===== src/verilog/dsw_pkg.sv =====
/*
 Constants and carrier types for the serial write port of a single-channel
 voltage DAC. Assumes one system clock at 50 MHz that oversamples the pins.
*/
// How it works
// sync falling edge arms a new frame
// sample data on each falling shift-clock edge
// last edge executes code and mode update
// sync may stay low or rise afterwards
// host keeps sync high 33 ns before frame
// host may idle sync low between writes
// host keeps shift clock at most 30 MHz
// code is straight unsigned binary
// code range follows variant resolution
// zero code lowest, all ones full scale
// early sync rise discards the frame
// frame holds ignored, mode, data bits
// mode 00 normal, others power-down loads
// power-up code zero or midscale until write
// bits arrive most significant first
// parameter picks resolution and frame length
package dsw_pkg;
   // resolution choices
   localparam int unsigned DSW_RES_12       = 12;
   localparam int unsigned DSW_RES_14       = 14;
   localparam int unsigned DSW_RES_16       = 16;
   // frame lengths in falling edges
   localparam int unsigned DSW_FRAME_SHORT  = 16;
   localparam int unsigned DSW_FRAME_LONG   = 24;
   localparam int unsigned DSW_MODE_W       = 2;
   // top bit of the mode field in long and short frames
   localparam int unsigned DSW_MODE_BIT_HI_LONG_FRAME  = 17;
   localparam int unsigned DSW_MODE_BIT_HI_SHORT_FRAME = 15;
   localparam int unsigned DSW_CNT_W        = 5;
   // timing: system clock and host figures
   localparam int unsigned DSW_CLK_HZ       = 50_000_000;
   localparam int unsigned DSW_SYNC_HI_NS   = 33;
   localparam int unsigned DSW_SCLK_MAX_HZ  = 30_000_000;
   // least sync high time in system cycles, rounded up, at least one
   localparam int unsigned DSW_SYNC_HI_CYC  =
      ((DSW_SYNC_HI_NS * (DSW_CLK_HZ / 1_000_000)) + 999) / 1000;
   // mode encodings
   typedef enum logic [1:0] {
      DSW_MODE_NORMAL = 2'h0,
      DSW_MODE_PD_1K  = 2'h1,
      DSW_MODE_PD_100K = 2'h2,
      DSW_MODE_PD_TRI = 2'h3
   } dsw_mode_t;
   // synchronised pin group
   typedef struct packed {
      logic sync_n;
      logic sclk;
      logic din;
   } dsw_pins_t;
endpackage : dsw_pkg


===== src/verilog/dsw_port.sv =====
/*
 Serial write port of a single-channel voltage DAC: frame sync, shift clock
 and data are oversampled by the system clock; a complete frame loads the
 DAC code and the operating mode. Assumes the shift clock stays well below
 the sampling rate so each level lasts at least two system cycles.
*/
`timescale 1ns/1ns
`default_nettype none
module dsw_port
   import dsw_pkg::*;
#(
   parameter int unsigned RES       = DSW_RES_16,
   parameter logic        MIDSCALE  = 1'b0,
   parameter int unsigned FRAME_LEN = (RES == DSW_RES_16) ? DSW_FRAME_LONG
                                                          : DSW_FRAME_SHORT
) (
   input  wire logic             CLK_SYS_I,
   input  wire logic             RST_I,
   input  wire logic             SYNC_N_I,
   input  wire logic             SCLK_I,
   input  wire logic             DIN_I,
   output var  logic [RES-1:0]   DAC_CODE_O,
   output var  logic [1:0]       MODE_O,
   output var  logic             POWER_DOWN_O,
   output var  logic             LOAD_O,
   output var  logic             ABORT_O
);
   localparam int unsigned SR_W = FRAME_LEN;
   localparam logic [DSW_CNT_W-1:0] LAST_CNT = DSW_CNT_W'(FRAME_LEN - 1);
   localparam int unsigned MODE_HI = (FRAME_LEN == DSW_FRAME_LONG) ? DSW_MODE_BIT_HI_LONG_FRAME
                                                                   : DSW_MODE_BIT_HI_SHORT_FRAME;
   // power-up code, zero or midscale by build
   localparam logic [RES-1:0] PWRUP_CODE = MIDSCALE ? {1'b1, {(RES-1){1'b0}}} : '0;
   localparam int unsigned DATA_W  = MODE_HI - 1;

   typedef enum logic [2:0] {
      DSW_ST_IDLE  = 3'h1,
      DSW_ST_SHIFT = 3'h2,
      DSW_ST_DONE  = 3'h4
   } dsw_state_t;

   dsw_pins_t            pins;
   logic                 sclk_d1_q;
   logic                 sync_d1_q;
   logic                 sclk_fall;
   logic                 sync_fall;
   logic                 sync_rise;
   dsw_state_t           state_q;
   logic [SR_W-1:0]      shreg_q;
   logic [SR_W-1:0]      shreg_d;
   logic [DSW_CNT_W-1:0] cnt_q;
   logic                 last_edge;

   // pins pass two flops before anything reads them
   dsw_sync2 #(.RST_VAL(1'b1)) u_sync_sync (
      .clk_i (CLK_SYS_I), .rst_i (RST_I), .d_i (SYNC_N_I), .q_o (pins.sync_n));
   dsw_sync2 #(.RST_VAL(1'b0)) u_sync_sclk (
      .clk_i (CLK_SYS_I), .rst_i (RST_I), .d_i (SCLK_I), .q_o (pins.sclk));
   dsw_sync2 #(.RST_VAL(1'b0)) u_sync_din (
      .clk_i (CLK_SYS_I), .rst_i (RST_I), .d_i (DIN_I), .q_o (pins.din));

   // edge history of the synchronised pins
   always_ff @(posedge CLK_SYS_I) begin
      if (RST_I) begin
         sclk_d1_q <= 1'b0;
         sync_d1_q <= 1'b1;
      end else begin
         sclk_d1_q <= pins.sclk;
         sync_d1_q <= pins.sync_n;
      end
   end

   assign sclk_fall = sclk_d1_q & ~pins.sclk;
   assign sync_fall = sync_d1_q & ~pins.sync_n;
   assign sync_rise = ~sync_d1_q & pins.sync_n;
   // edges only count while sync is low
   assign last_edge = (state_q == DSW_ST_SHIFT) && sclk_fall && !pins.sync_n
                      && (cnt_q == LAST_CNT);
   // data enters at bit 0 so the first bit ends at the top
   assign shreg_d   = {shreg_q[SR_W-2:0], pins.din};

   // frame sequencer: idle, shifting, done-wait for next sync high
   always_ff @(posedge CLK_SYS_I) begin
      if (RST_I) begin
         state_q <= DSW_ST_IDLE;
         cnt_q   <= '0;
         shreg_q <= '0;
      end else begin
         case (state_q)
            DSW_ST_IDLE: begin
               if (sync_fall) begin
                  state_q <= DSW_ST_SHIFT;
                  cnt_q   <= '0;
                  shreg_q <= '0;
               end
            end
            DSW_ST_SHIFT: begin
               if (pins.sync_n) begin
                  state_q <= DSW_ST_IDLE;
                  cnt_q   <= '0;
                  shreg_q <= '0;
               end else if (sclk_fall) begin
                  shreg_q <= shreg_d;
                  cnt_q   <= cnt_q + DSW_CNT_W'(1);
                  if (last_edge) begin
                     state_q <= DSW_ST_DONE;
                  end
               end
            end
            DSW_ST_DONE: begin
               // further edges ignored until sync rises and falls again
               if (pins.sync_n) begin
                  state_q <= DSW_ST_IDLE;
                  cnt_q   <= '0;
               end
            end
            default: begin
               state_q <= DSW_ST_IDLE;
            end
         endcase
      end
   end

   // output register: power-up value holds until the first full frame
   always_ff @(posedge CLK_SYS_I) begin
      if (RST_I) begin
         DAC_CODE_O   <= PWRUP_CODE;
         MODE_O       <= DSW_MODE_NORMAL;
         POWER_DOWN_O <= 1'b0;
      end else if (last_edge) begin
         // code kept as straight binary; mode bits sit above the data
         // all zeros is the bottom of the range, all ones the top of the range
         DAC_CODE_O   <= shreg_d[DATA_W-1 -: RES];
         MODE_O       <= shreg_d[MODE_HI -: DSW_MODE_W];
         POWER_DOWN_O <= |shreg_d[MODE_HI -: DSW_MODE_W];
      end
   end

   // one-cycle status pulses for completed and discarded frames
   always_ff @(posedge CLK_SYS_I) begin
      if (RST_I) begin
         LOAD_O  <= 1'b0;
         ABORT_O <= 1'b0;
      end else begin
         LOAD_O  <= last_edge;
         ABORT_O <= (state_q == DSW_ST_SHIFT) && sync_rise;
      end
   end

   // a completed frame loads exactly the sampled word
   a_load_value: assert property (@(posedge CLK_SYS_I) disable iff (RST_I)
      last_edge |=> (LOAD_O && DAC_CODE_O == $past(shreg_d[DATA_W-1 -: RES])))
      else $error("code not loaded on last edge");
   // an aborted frame leaves code and mode untouched
   a_abort_hold: assert property (@(posedge CLK_SYS_I) disable iff (RST_I)
      ((state_q == DSW_ST_SHIFT) && pins.sync_n) |=>
         ($stable(DAC_CODE_O) && $stable(MODE_O) && state_q == DSW_ST_IDLE))
      else $error("aborted frame changed outputs");
   // the code changes only with a load pulse
   a_code_cause: assert property (@(posedge CLK_SYS_I) disable iff (RST_I)
      !$stable(DAC_CODE_O) |-> LOAD_O)
      else $error("code changed without a frame");
   // power-down flag tracks mode
   a_pd_mode: assert property (@(posedge CLK_SYS_I) disable iff (RST_I)
      POWER_DOWN_O == (MODE_O != DSW_MODE_NORMAL))
      else $error("power-down flag disagrees with mode");
   // a frame starts only on a sync fall
   a_frame_start: assert property (@(posedge CLK_SYS_I) disable iff (RST_I)
      (state_q == DSW_ST_IDLE && !sync_fall) |=> state_q == DSW_ST_IDLE)
      else $error("frame started without sync fall");
   // each sampled edge advances the count by one
   a_edge_count: assert property (@(posedge CLK_SYS_I) disable iff (RST_I)
      (state_q == DSW_ST_SHIFT && sclk_fall && !pins.sync_n) |=>
         (cnt_q == $past(cnt_q) + DSW_CNT_W'(1) || state_q == DSW_ST_DONE))
      else $error("edge count did not advance");
   // after completion edges are ignored until sync rises
   a_done_hold: assert property (@(posedge CLK_SYS_I) disable iff (RST_I)
      (state_q == DSW_ST_DONE && !pins.sync_n) |=> (state_q == DSW_ST_DONE && !LOAD_O))
      else $error("done state left while sync low");
   // bottom shift bit is the bit just sampled
   a_msb_first: assert property (@(posedge CLK_SYS_I) disable iff (RST_I)
      (state_q == DSW_ST_SHIFT && sclk_fall && !pins.sync_n) |=>
         shreg_q[0] == $past(pins.din))
      else $error("shift direction wrong");
   // older bits move up one place on every sampled edge
   a_shift_up: assert property (@(posedge CLK_SYS_I) disable iff (RST_I)
      (state_q == DSW_ST_SHIFT && sclk_fall && !pins.sync_n) |=>
         shreg_q[SR_W-1:1] == $past(shreg_q[SR_W-2:0]))
      else $error("shift register did not move up");
   // first sample after reset release still shows the power-up values
   a_reset_values: assert property (@(posedge CLK_SYS_I) disable iff (RST_I)
      $fell(RST_I) |-> (DAC_CODE_O == PWRUP_CODE && MODE_O == DSW_MODE_NORMAL
                        && !LOAD_O && !ABORT_O))
      else $error("outputs left power-up values early");
   // a discarded frame raises the abort pulse and never the load pulse
   a_abort_pulse: assert property (@(posedge CLK_SYS_I) disable iff (RST_I)
      ((state_q == DSW_ST_SHIFT) && pins.sync_n) |=> (ABORT_O && !LOAD_O))
      else $error("discarded frame not flagged");
   // load and abort never flag the same frame
   a_pulse_excl: assert property (@(posedge CLK_SYS_I) disable iff (RST_I)
      !(LOAD_O && ABORT_O))
      else $error("load and abort together");
   // the mode field lands with the code on the last edge
   a_mode_load: assert property (@(posedge CLK_SYS_I) disable iff (RST_I)
      last_edge |=> (MODE_O == $past(shreg_d[MODE_HI -: DSW_MODE_W])
                     && POWER_DOWN_O == $past(|shreg_d[MODE_HI -: DSW_MODE_W])))
      else $error("mode not loaded on last edge");
   // the load pulse only follows the final counted edge
   a_load_count: assert property (@(posedge CLK_SYS_I) disable iff (RST_I)
      LOAD_O |-> (state_q == DSW_ST_DONE && cnt_q == DSW_CNT_W'(FRAME_LEN)))
      else $error("load without a full frame");
   // the edge count never runs past one frame
   a_count_bound: assert property (@(posedge CLK_SYS_I) disable iff (RST_I)
      cnt_q <= DSW_CNT_W'(FRAME_LEN))
      else $error("edge count past frame length");
   // a sync fall while idle clears the count and the shift register
   a_frame_arm: assert property (@(posedge CLK_SYS_I) disable iff (RST_I)
      (state_q == DSW_ST_IDLE && sync_fall) |=>
         (state_q == DSW_ST_SHIFT && cnt_q == '0 && shreg_q == '0))
      else $error("frame not armed on sync fall");
   // a sync rise after completion frees the port for the next frame
   a_done_idle: assert property (@(posedge CLK_SYS_I) disable iff (RST_I)
      (state_q == DSW_ST_DONE && pins.sync_n) |=> state_q == DSW_ST_IDLE)
      else $error("done state kept after sync rise");
endmodule // dsw_port
`default_nettype wire


===== src/verilog/dsw_sync2.sv =====
/*
 Two-flop synchroniser for one asynchronous pin.
 Assumes the input is from outside the system clock domain.
*/
`timescale 1ns/1ns
`default_nettype none
module dsw_sync2 #(
   parameter logic RST_VAL = 1'b0
) (
   input  wire logic clk_i,
   input  wire logic rst_i,
   input  wire logic d_i,
   output var  logic q_o
);
   logic meta_q;
   // first flop feeds only the second flop
   always_ff @(posedge clk_i) begin
      if (rst_i) begin
         meta_q <= RST_VAL;
         q_o    <= RST_VAL;
      end else begin
         meta_q <= d_i;
         q_o    <= meta_q;
      end
   end
endmodule // dsw_sync2
`default_nettype wire

===== config.mk =====
export PLATFORM = sky130hd
export DESIGN_NAME = dsw_port
export DESIGN_NICKNAME = d
export VERILOG_FILES = /design/src/verilog/dsw_pkg.sv /design/src/verilog/dsw_port.sv /design/src/verilog/dsw_sync2.sv
export SDC_FILE = /design/constraint.sdc
export NUM_CORES = 1
export LEC_CHECK = 0
export BUFFER_PORTS_ARGS = -buffer_cell sky130_fd_sc_hd__buf_2
export CORE_ASPECT_RATIO = 0.7
export CORE_MARGIN = 2
export CORE_UTILIZATION = 35
export CTS_CLUSTER_DIAMETER = 80
export DETAILED_ROUTE_END_ITERATION = 12
export PLACE_DENSITY = 0.52
export SLEW_MARGIN = 20
export SYNTH_ARGS = -nofsm -noshare
export SYNTH_HDL_FRONTEND = slang
export SYNTH_SLANG_ARGS = --single-unit

===== constraint.sdc =====
create_clock -name CLK_SYS_I -period 2.08 [get_ports CLK_SYS_I]
set_clock_uncertainty 0.15 [all_clocks]
set_input_delay 0.208 -clock CLK_SYS_I [delete_from_list [all_inputs] [get_ports CLK_SYS_I]]
set_output_delay 0.208 -clock CLK_SYS_I [all_outputs]
set_load 0.01 [all_outputs]

Yosys cells after proc, flatten, opt, wreduce, memory -nomap -nowiden
Index checks and enable logic that the tools add are counted.

Add/subtract/negate cells: 1. Mux-type cells: 15. Reduce and logical (&&, ||, !) cells: 11. Bitwise operators: 6. Equality and inequality tests: 8.

Operator list (number): two-way mux 17 bit (3); one-hot mux 17 bit (2 select lines) (1); two-way mux 5 bit (4); two-way mux 3 bit (5); one-hot mux 5 bit (3 select lines) (1); one-hot mux 3 bit (3 select lines) (1); AND reduction 4 bit (2); inequality test 3 x 2 -> 1 bit, second input constant (2); adder 5 x 1 -> 5 bit, second input constant (1); equality test 5 bit, second input constant (1); logical AND 1 bit (4); bitwise AND 1 bit (3); equality test 3 x 1 -> 1 bit, second input constant (1); equality test 3 x 2 -> 1 bit, second input constant (1); equality test 3 bit, second input constant (1); NOT 1 bit (3); AND reduction 3 bit (1); nonzero test 3 bit (1); inequality test 2 x 1 -> 1 bit, second input constant (1); inequality test 2 bit, second input constant (1); nonzero test 2 bit (1); OR reduction 2 bit (1); zero test 1 bit (1).

Flip-flop bits (word level): 54.

Logic depth before layout (Yosys ltp)
Gate-level depths: netlist of run 1.

Word-level depth: 9. Mapped depth: 7.

By module
From an unflattened synthesis of run 1, not the netlist that was laid out.

Cells, all modules: 228. Area total of the unflattened synthesis: 2329.7 um^2.

By module, submodules not included: dsw_port (times used 1, sequential area each 960.9 um^2, area each 2172.1 um^2, cells an instance 216); dsw_sync2 (times used 3, sequential area each 40.0 um^2, area each 52.6 um^2, cells an instance 4).

Least setup slack after synthesis of run 1
No wires, ideal clock.

Path type: reg2reg. From: reg cnt_q[0]. To: reg DAC_CODE_O[1]. Arrival: 1.364 ns. Stages on the path, launching flop included: 8. Library setup time: 0.128 ns. Path slack: 0.438 ns. Period minus slack after synthesis: 1.642 ns. Cells stage by stage: dfxtp_1 > ha_1 > and4b_1 > and3_1 > buf_6 > buf_12 > mux2i_1 > nor2_1.

Longest elaborated chain between the ends: 2.

Ends and longest elaborated chain: start: declaration (RTL line dsw_port.sv:51) `logic [DSW_CNT_W-1:0] cnt_q;`; start signal: assignment (RTL line dsw_port.sv:104) `cnt_q <= cnt_q + DSW_CNT_W'(1);`; equality test 5 bit (RTL line dsw_port.sv:78) `&& (cnt_q == LAST_CNT);`; logical AND 1 bit (RTL line dsw_port.sv:78); end signal: assignment (RTL line dsw_port.sv:133) `DAC_CODE_O <= shreg_d[DATA_W-1 -: RES];`; end: declaration (RTL line dsw_port.sv:22) `output var logic [RES-1:0] DAC_CODE_O,`.

No other way between the ends. A chain may end at the register's enable or synchronous reset.

Worst setup path after layout of run 1
From: reg cnt_q[0]. To: reg DAC_CODE_O[12].

Same word-level chain as after synthesis.

==> out/qor.json, run 1 <==
{
  "postSynthAreaPerCell_sq_um": 9.41,
  "hold_viol": 0,
  "ios": 26,
  "grt_start_max_net_pins": 34,
  "worst-endpoint-arrival_ps": 1800,
  "worst-path-max-fanout": 21,
  "post_synth_xor_area_fraction_pct": 0,
  "synth_enable_flop_cells": 0,
  "timing_max_transition_violations_final": 0,
  "synth.area.top_cells": "sky130_fd_sc_hd__dfxtp_1 49%, sky130_fd_sc_hd__mux2i_1 8.6%, sky130_fd_sc_hd__a21o_1 5.8%, sky130_fd_sc_hd__nand3_1 5.0%, sky130_fd_sc_hd__nand2_1 4.1%",
  "p_sw_share_pct": 21.9,
  "outcome": "finished, final reports clean",
  "p_per_area_nw_per_um2": 667,
  "power.total_w": 0.00165,
  "tightestPinTransition_ps": 474,
  "worst_skew_pair_later_pin_latency_ps": 300,
  "shortest_clock_period_the_worst_path_allows_after_layout_ps": 1770,
  "initial_core_util_pct": 35.8,
  "post_synthesis_compound_gate_area_fraction_pct": 14.1,
  "worstSetupStartpointType": "flop",
  "grt_util_met1_pct": 19.7,
  "route.detailed.vias_per_inst": 4.82,
  "seq_area_frac_synth_pct": 49.1,
  "netlist_instances": 234,
  "final.period_utilization_pct": 85.0,
  "num_antenna_cells": 0,
  "grt-ovfl-total": 0,
  "setup_viol": 0,
  "ys_warn_count": 0,
  "clkPwrFrac_pct": 33.4,
  "drive_gt1_share_pct": 17.4,
  "num-fill-cells": 618,
  "global_route.usage.met2_pct": 17.3,
  "drt_pre_antenna_iters": 4,
  "ys.flop_type": "sky130_fd_sc_hd__dfxtp_1",
  "setup-tns-final_ps": 0,
  "post-route-drc-count": 0,
  "fp.dieW_um": 98.8,
  "fp.dieArea_sq_um": 6950,
  "commonest_non_fill_non_tap_cells_in_the_layout": "54 x sky130_fd_sc_hd__dfxtp_1, 25 x sky130_fd_sc_hd__buf_2, 24 x sky130_fd_sc_hd__nand2_1, 22 x sky130_fd_sc_hd__nand3_1, 21 x sky130_fd_sc_hd__nor2_1",
  "final_area_sq_um": 2460,
  "gp_routability_congestion": 0.803,
  "utilization_pct": 40.0,
  "tritoncts": "done",
  "num_rows": 24,
  "route.vias.total": 1619,
  "groute.usage.overall_pct": 13.0,
  "synth.cell_area_sq_um": 2200,
  "cts.path.max_buffers": 2,
  "drv.max_cap_violation_count": 0,
  "synthDominantCellAreaShare_pct": 49.1,
  "p_int_w": 0.00128,
  "numCtsBuffers": 5,
  "yosysTopAreaCell": "sky130_fd_sc_hd__dfxtp_1",
  "holdCritPathClass": "in2reg",
  "postSynthNetCount": 240,
  "relSlewSlack_pct": 68.4,
  "dp_hpwl_um": 2610,
  "worst-r2r-setup-slack_ps": 310,
  "postCtsSetupBuffers": 0,
  "route.detailed.wl_per_inst_um": 12.3,
  "p_seq_share_pct": 63.6,
  "top_usage_layer": "met1",
  "wirelength_um": 4130,
  "endpoint_kind": "flop",
  "tritoncts_num_sinks": 54,
  "synth_seq_cells": 54,
  "grt_pass1_wl_um": 7230,
  "placed_cell_area_sq_um": 2360,
  "synth-async-reset-ratio_pct": 0,
  "mostFrequentLayoutCell": "sky130_fd_sc_hd__dfxtp_1",
  "finish.net_count": 264,
  "power_switching_w": 0.000360,
  "synth.distinct_cells": 36,
  "synth.mux.area_fraction_pct": 8.64,
  "grt_use_met3_pct": 4.00,
  "portBuffers": 25,
  "grt_setup_unrepaired": "no",
  "adder_cell_area_share_of_the_yosys_netlist_pct": 0.568,
  "clock.fmax_mhz": 565,
  "path_clk_slew_ps": 100,
  "combPwrFrac_pct": 3.1,
  "first_global_vias": 1474,
  "worst-endpoint-required_ps": 2110,
  "antenna_found_initial": 0,
  "power.static_leakage_nw": 0.881,
  "area_growth_from_synthesis_to_layout_pct": 11.9,
  "core_region_area_sq_um": 6160,
  "detail_route.iter0.violations": 125,
  "ant_nets": 0,
  "largest_family_of_logic_cells_by_synthesized_area": "simple AND/OR/NAND/NOR gates",
  "floorplan.die.height_um": 70.4,
  "htreeDepth": 2,
  "buffer_type_at_the_clock_tree_root": "sky130_fd_sc_hd__clkbuf_8",
  "yosys.area_share.simple_pct": 21.0,
  "timing.setup.critical_path_class": "reg2reg",
  "hold_ws_ps": 105,
  "maximum_vdd_ir_drop_mv": 0.378
}
[routing by layer]
layer  wire (um)  share of wire, %  up-vias
li1            -                 -      850
met1        2310                56      722
met2        1550                38       42
met3         234               5.7        5
met4          39              0.94        0
met5           0                 0        -
[synth_stat cells, types with 2 or more instances]
cell	n
sky130_fd_sc_hd__mux2i_1	19
sky130_fd_sc_hd__a21o_1	17
sky130_fd_sc_hd__nand3_1	22
sky130_fd_sc_hd__buf_2	6
sky130_fd_sc_hd__nor2b_1	8
sky130_fd_sc_hd__nor2_1	21
sky130_fd_sc_hd__clkbuf_1	4
sky130_fd_sc_hd__o21ai_1	4
sky130_fd_sc_hd__or2_2	2
sky130_fd_sc_hd__a31oi_1	2
sky130_fd_sc_hd__buf_6	3
sky130_fd_sc_hd__a21oi_1	17
sky130_fd_sc_hd__o31a_1	3
sky130_fd_sc_hd__dfxtp_1	54
sky130_fd_sc_hd__buf_12	2
sky130_fd_sc_hd__inv_1	4
sky130_fd_sc_hd__and3_1	2
sky130_fd_sc_hd__nand2_1	24
sky130_fd_sc_hd__nand4_1	3
[worst paths after layout]
check                                      from                           to  depth (start not counted)
setup / recovery          cnt_q[0]$_SDFFE_PP0P_  DAC_CODE_O[12]$_SDFFE_PP0P_                          6
hold / removal                            RST_I   DAC_CODE_O[4]$_SDFFE_PP0P_                          2
setup reg to reg          cnt_q[0]$_SDFFE_PP0P_  DAC_CODE_O[12]$_SDFFE_PP0P_                          6
hold reg to reg   u_sync_sync.meta_q$_SDFF_PP1_   u_sync_sync.q_o$_SDFF_PP1_                          1
[what timing repair did]
action / CTS / global route
hold endpoints to repair: 3 / 0
gates resized for setup: 0 / 0
hold buffers: 3 / 0
[power groups by stage]
| stage | combinational (W) | clock (W) | sequential, W |
|---|---|---|---|
| 3_5_place_dp | 0.0000465 | 0 | 0.00107 |
| 5_1_grt | 0.0000565 | 0.000621 | 0.00105 |
| 2_1_floorplan | 0.0000366 | 0 | 0.00107 |
| 6_report | 0.0000502 | 0.000549 | 0.00105 |
| 3_3_place_gp | 0.0000475 | 0 | 0.00107 |
| 4_1_cts | 0.0000510 | 0.000571 | 0.00105 |
[per-stage QoR]
step,worst slack (ps),instances
floorplan,438,234
global placement,324,326
detailed placement,321,326
CTS,305,336
global route,139,336
finish,311,336
[worst max-delay path, cell delays in order, from the launching register on]
cell and delay, ps:
sky130_fd_sc_hd__dfxtp_1 380, sky130_fd_sc_hd__ha_1 190, sky130_fd_sc_hd__and4b_1 250, sky130_fd_sc_hd__and3_1 220, sky130_fd_sc_hd__buf_12 210, sky130_fd_sc_hd__mux2i_1 200
sky130_fd_sc_hd__nor2_1 50
[cell families (layout without fill, tap and decap cells)]
logic type,count (synthesis),after routing
compound gates,48,48
fa+ha+maj,1,1
buf+inv,21,45
flops,54,54
mux,19,19
simple gates,91,91
[cell type report]
class                      instances  area [sq um]  share of cell area [%]
multi-input combinational        159           980                    39.7
inverter                           4          15.0                   0.609
clock buffer                       5          68.8                    2.79
sequential                        54          1080                    43.9
clock inverter                     2          10.0                   0.406
tap                               78          97.6                    3.96
timing repair buffer              34           213                    8.63
[state kept, by name (all words and copies together) (netlist names)]
name	count
u_sync_sclk.q_o	1
shreg_q	17
state_q	3
MODE_O	2
LOAD_O	1
POWER_DOWN_O	1
u_sync_sclk.meta_q	1
u_sync_sync.meta_q	1
cnt_q	5
u_sync_din.q_o	1
u_sync_din.meta_q	1
ABORT_O	1
sclk_d1_q	1
u_sync_sync.q_o	1
sync_d1_q	1
DAC_CODE_O	16
Power figures use the tool's default switching activity.
==> run 2: changes to the inputs <==
Settings changed: PLACE_DENSITY 0.52 to unset.
==> out/qor.json, run 2 (synthesis gave the netlist of run 1 again) <==
{
  "outcome": "finished, final reports clean",
  "groute.usage.overall_pct": 12.4,
  "num-fill-cells": 641,
  "hold_buffers": 3,
  "buffer_type_at_the_clock_tree_root": "sky130_fd_sc_hd__clkbuf_8",
  "gp_routability_congestion": 0.737,
  "tightestPinTransition_ps": 494,
  "route.detailed.wl_per_inst_um": 12.3,
  "worst-endpoint-arrival_ps": 1790,
  "setup_ws_final_ps": 328,
  "ant_nets": 0,
  "holdCritPathClass": "in2reg",
  "hold_viol": 0,
  "drv.max_cap_violation_count": 0,
  "wirelength_um": 4140,
  "finish.net_count": 265,
  "largest-register": "shreg_q",
  "timing.setup.critical_path_class": "reg2reg",
  "worst-r2r-setup-slack_ps": 330,
  "regToRegEndpoint": "DAC_CODE_O[8]$_SDFFE_PP0P_",
  "core_region_area_sq_um": 6160,
  "placed_cell_area_sq_um": 2380,
  "worst_skew_pair_later_pin_latency_ps": 300,
  "htreeDepth": 2,
  "worst_r2r_start": "cnt_q[0]$_SDFFE_PP0P_",
  "tritoncts": "done",
  "initial_core_util_pct": 35.8,
  "worstSetupStartpointType": "flop",
  "fp.dieArea_sq_um": 6950,
  "post_cts_resized": 0,
  "detail_route.iter0.violations": 90,
  "detailedPlace.worstSlack_ps": 323,
  "postCtsSetupBuffers": 0,
  "shortest_clock_period_the_worst_path_allows_after_layout_ps": 1750,
  "setup-tns-final_ps": 0,
  "setup.worst_path.start": "cnt_q[0]$_SDFFE_PP0P_",
  "worst_hold_path.num_cells": 3,
  "num_antenna_cells": 0,
  "power.static_leakage_nw": 0.893,
  "largest_register_ffs": 17,
  "largest_registers": "shreg_q x17, DAC_CODE_O x16, cnt_q x5",
  "route.detailed.vias_per_inst": 4.89,
  "grt_start_max_net_pins": 36,
  "setup_viol": 0,
  "commonest_non_fill_non_tap_cells_in_the_layout": "54 x sky130_fd_sc_hd__dfxtp_1, 25 x sky130_fd_sc_hd__buf_2, 24 x sky130_fd_sc_hd__nand2_1, 22 x sky130_fd_sc_hd__nand3_1, 21 x sky130_fd_sc_hd__nor2_1",
  "tritoncts_num_sinks": 54,
  "drive_gt1_share_pct": 17.4,
  "ios": 26,
  "area_growth_from_synthesis_to_layout_pct": 13.0,
  "grt_setup_unrepaired": "no",
  "final.period_utilization_pct": 84.2,
  "grt-ovfl-total": 0,
  "worst-endpoint-required_ps": 2120,
  "timing_max_transition_violations_final": 0,
  "path_clk_slew_ps": 90,
  "post-route-drc-count": 0,
  "portBuffers": 25,
  "grt_pass1_wl_um": 7090,
  "ff2ff_path_depth": 6,
  "route.vias.total": 1644,
  "floorplan.die.height_um": 70.4,
  "relSlewSlack_pct": 66.9,
  "num_rows": 24,
  "clock.fmax_mhz": 571,
  "cts.path.max_buffers": 2,
  "antenna_found_initial": 0,
  "numCtsBuffers": 5,
  "hold_ws_ps": 43.3,
  "p_per_area_nw_per_um2": 672,
  "maximum_vdd_ir_drop_mv": 0.318,
  "dp_hpwl_um": 2610,
  "hold_start": "RST_I",
  "first_global_vias": 1485,
  "endpoint_kind": "flop",
  "worst-path-max-fanout": 21,
  "mostFrequentLayoutCell": "sky130_fd_sc_hd__dfxtp_1",
  "fp.dieW_um": 98.8,
  "final_area_sq_um": 2490,
  "drt_pre_antenna_iters": 4,
  "worstSetupEndpoint": "DAC_CODE_O[8]$_SDFFE_PP0P_"
}
run 2: cell count changes in the layout (fill, tap and decap cells not counted), sizes merged:
cell    delta
buf        +1
clkinv     -2
clkbuf     +1
run 2: cell type report:
class / count / area, sq um / share of cell area [%]
Timing Repair Buffer: 35 / 233 / 9.35
Sequential cell: 54 / 1080 / 43.4
Inverter: 4 / 15.0 / 0.603
Multi-Input combinational cell: 159 / 980 / 39.4
Clock buffer: 6 / 82.6 / 3.32
Tap cell: 78 / 97.6 / 3.92
run 2: critical path: stages, from the launching register on:
cell and delay, ps:
sky130_fd_sc_hd__dfxtp_1 380, sky130_fd_sc_hd__ha_1 190, sky130_fd_sc_hd__and4b_1 240, sky130_fd_sc_hd__and3_1 210
sky130_fd_sc_hd__buf_12 200, sky130_fd_sc_hd__mux2i_1 200, sky130_fd_sc_hd__nor2_1 50
run 2: stage by stage:
step / power [W] / std cells / util (%)
5_1_grt: 0.00176 / 336 / 40.4
6_report: 0.00167 / 336 / 40.4
4_1_cts: 0.00170 / 336 / 40.4
2_1_floorplan: 0.00110 / 234 / -
3_5_place_dp: 0.00112 / 327 / 38.6
3_3_place_gp: 0.00112 / 327 / 38.6
run 2: power by group:
group          internal [W]  switching (W)
Sequential          0.00104     0.00000541
Clock              0.000258       0.000315
Combinational     0.0000206      0.0000339
Total               0.00132       0.000355
run 2: how the worst min path moves through the flow:
stage                                         end  slack [ps]
detailed placement     u_sync_sync.q_o$_SDFF_PP1_         250
finish                    state_q[0]$_SDFFE_PP1P_          40
CTS                       state_q[0]$_SDFFE_PP1P_          40
global placement       u_sync_sync.q_o$_SDFF_PP1_         250
global route              state_q[0]$_SDFFE_PP1P_          50
floorplan           u_sync_sync.meta_q$_SDFF_PP1_         160
run 2: metal layers:
metal / vias to the layer above / routed length (um) / global-route usage, % / share of wire (%)
li1: 857 / - / - / -
met3: 7 / 170 / 3.80 / 4.1
met4: 0 / 48 / 4.26 / 1.2
met1: 751 / 2290 / 18.0 / 55
met2: 29 / 1630 / 17.3 / 39
met5: - / 0 / 0 / 0
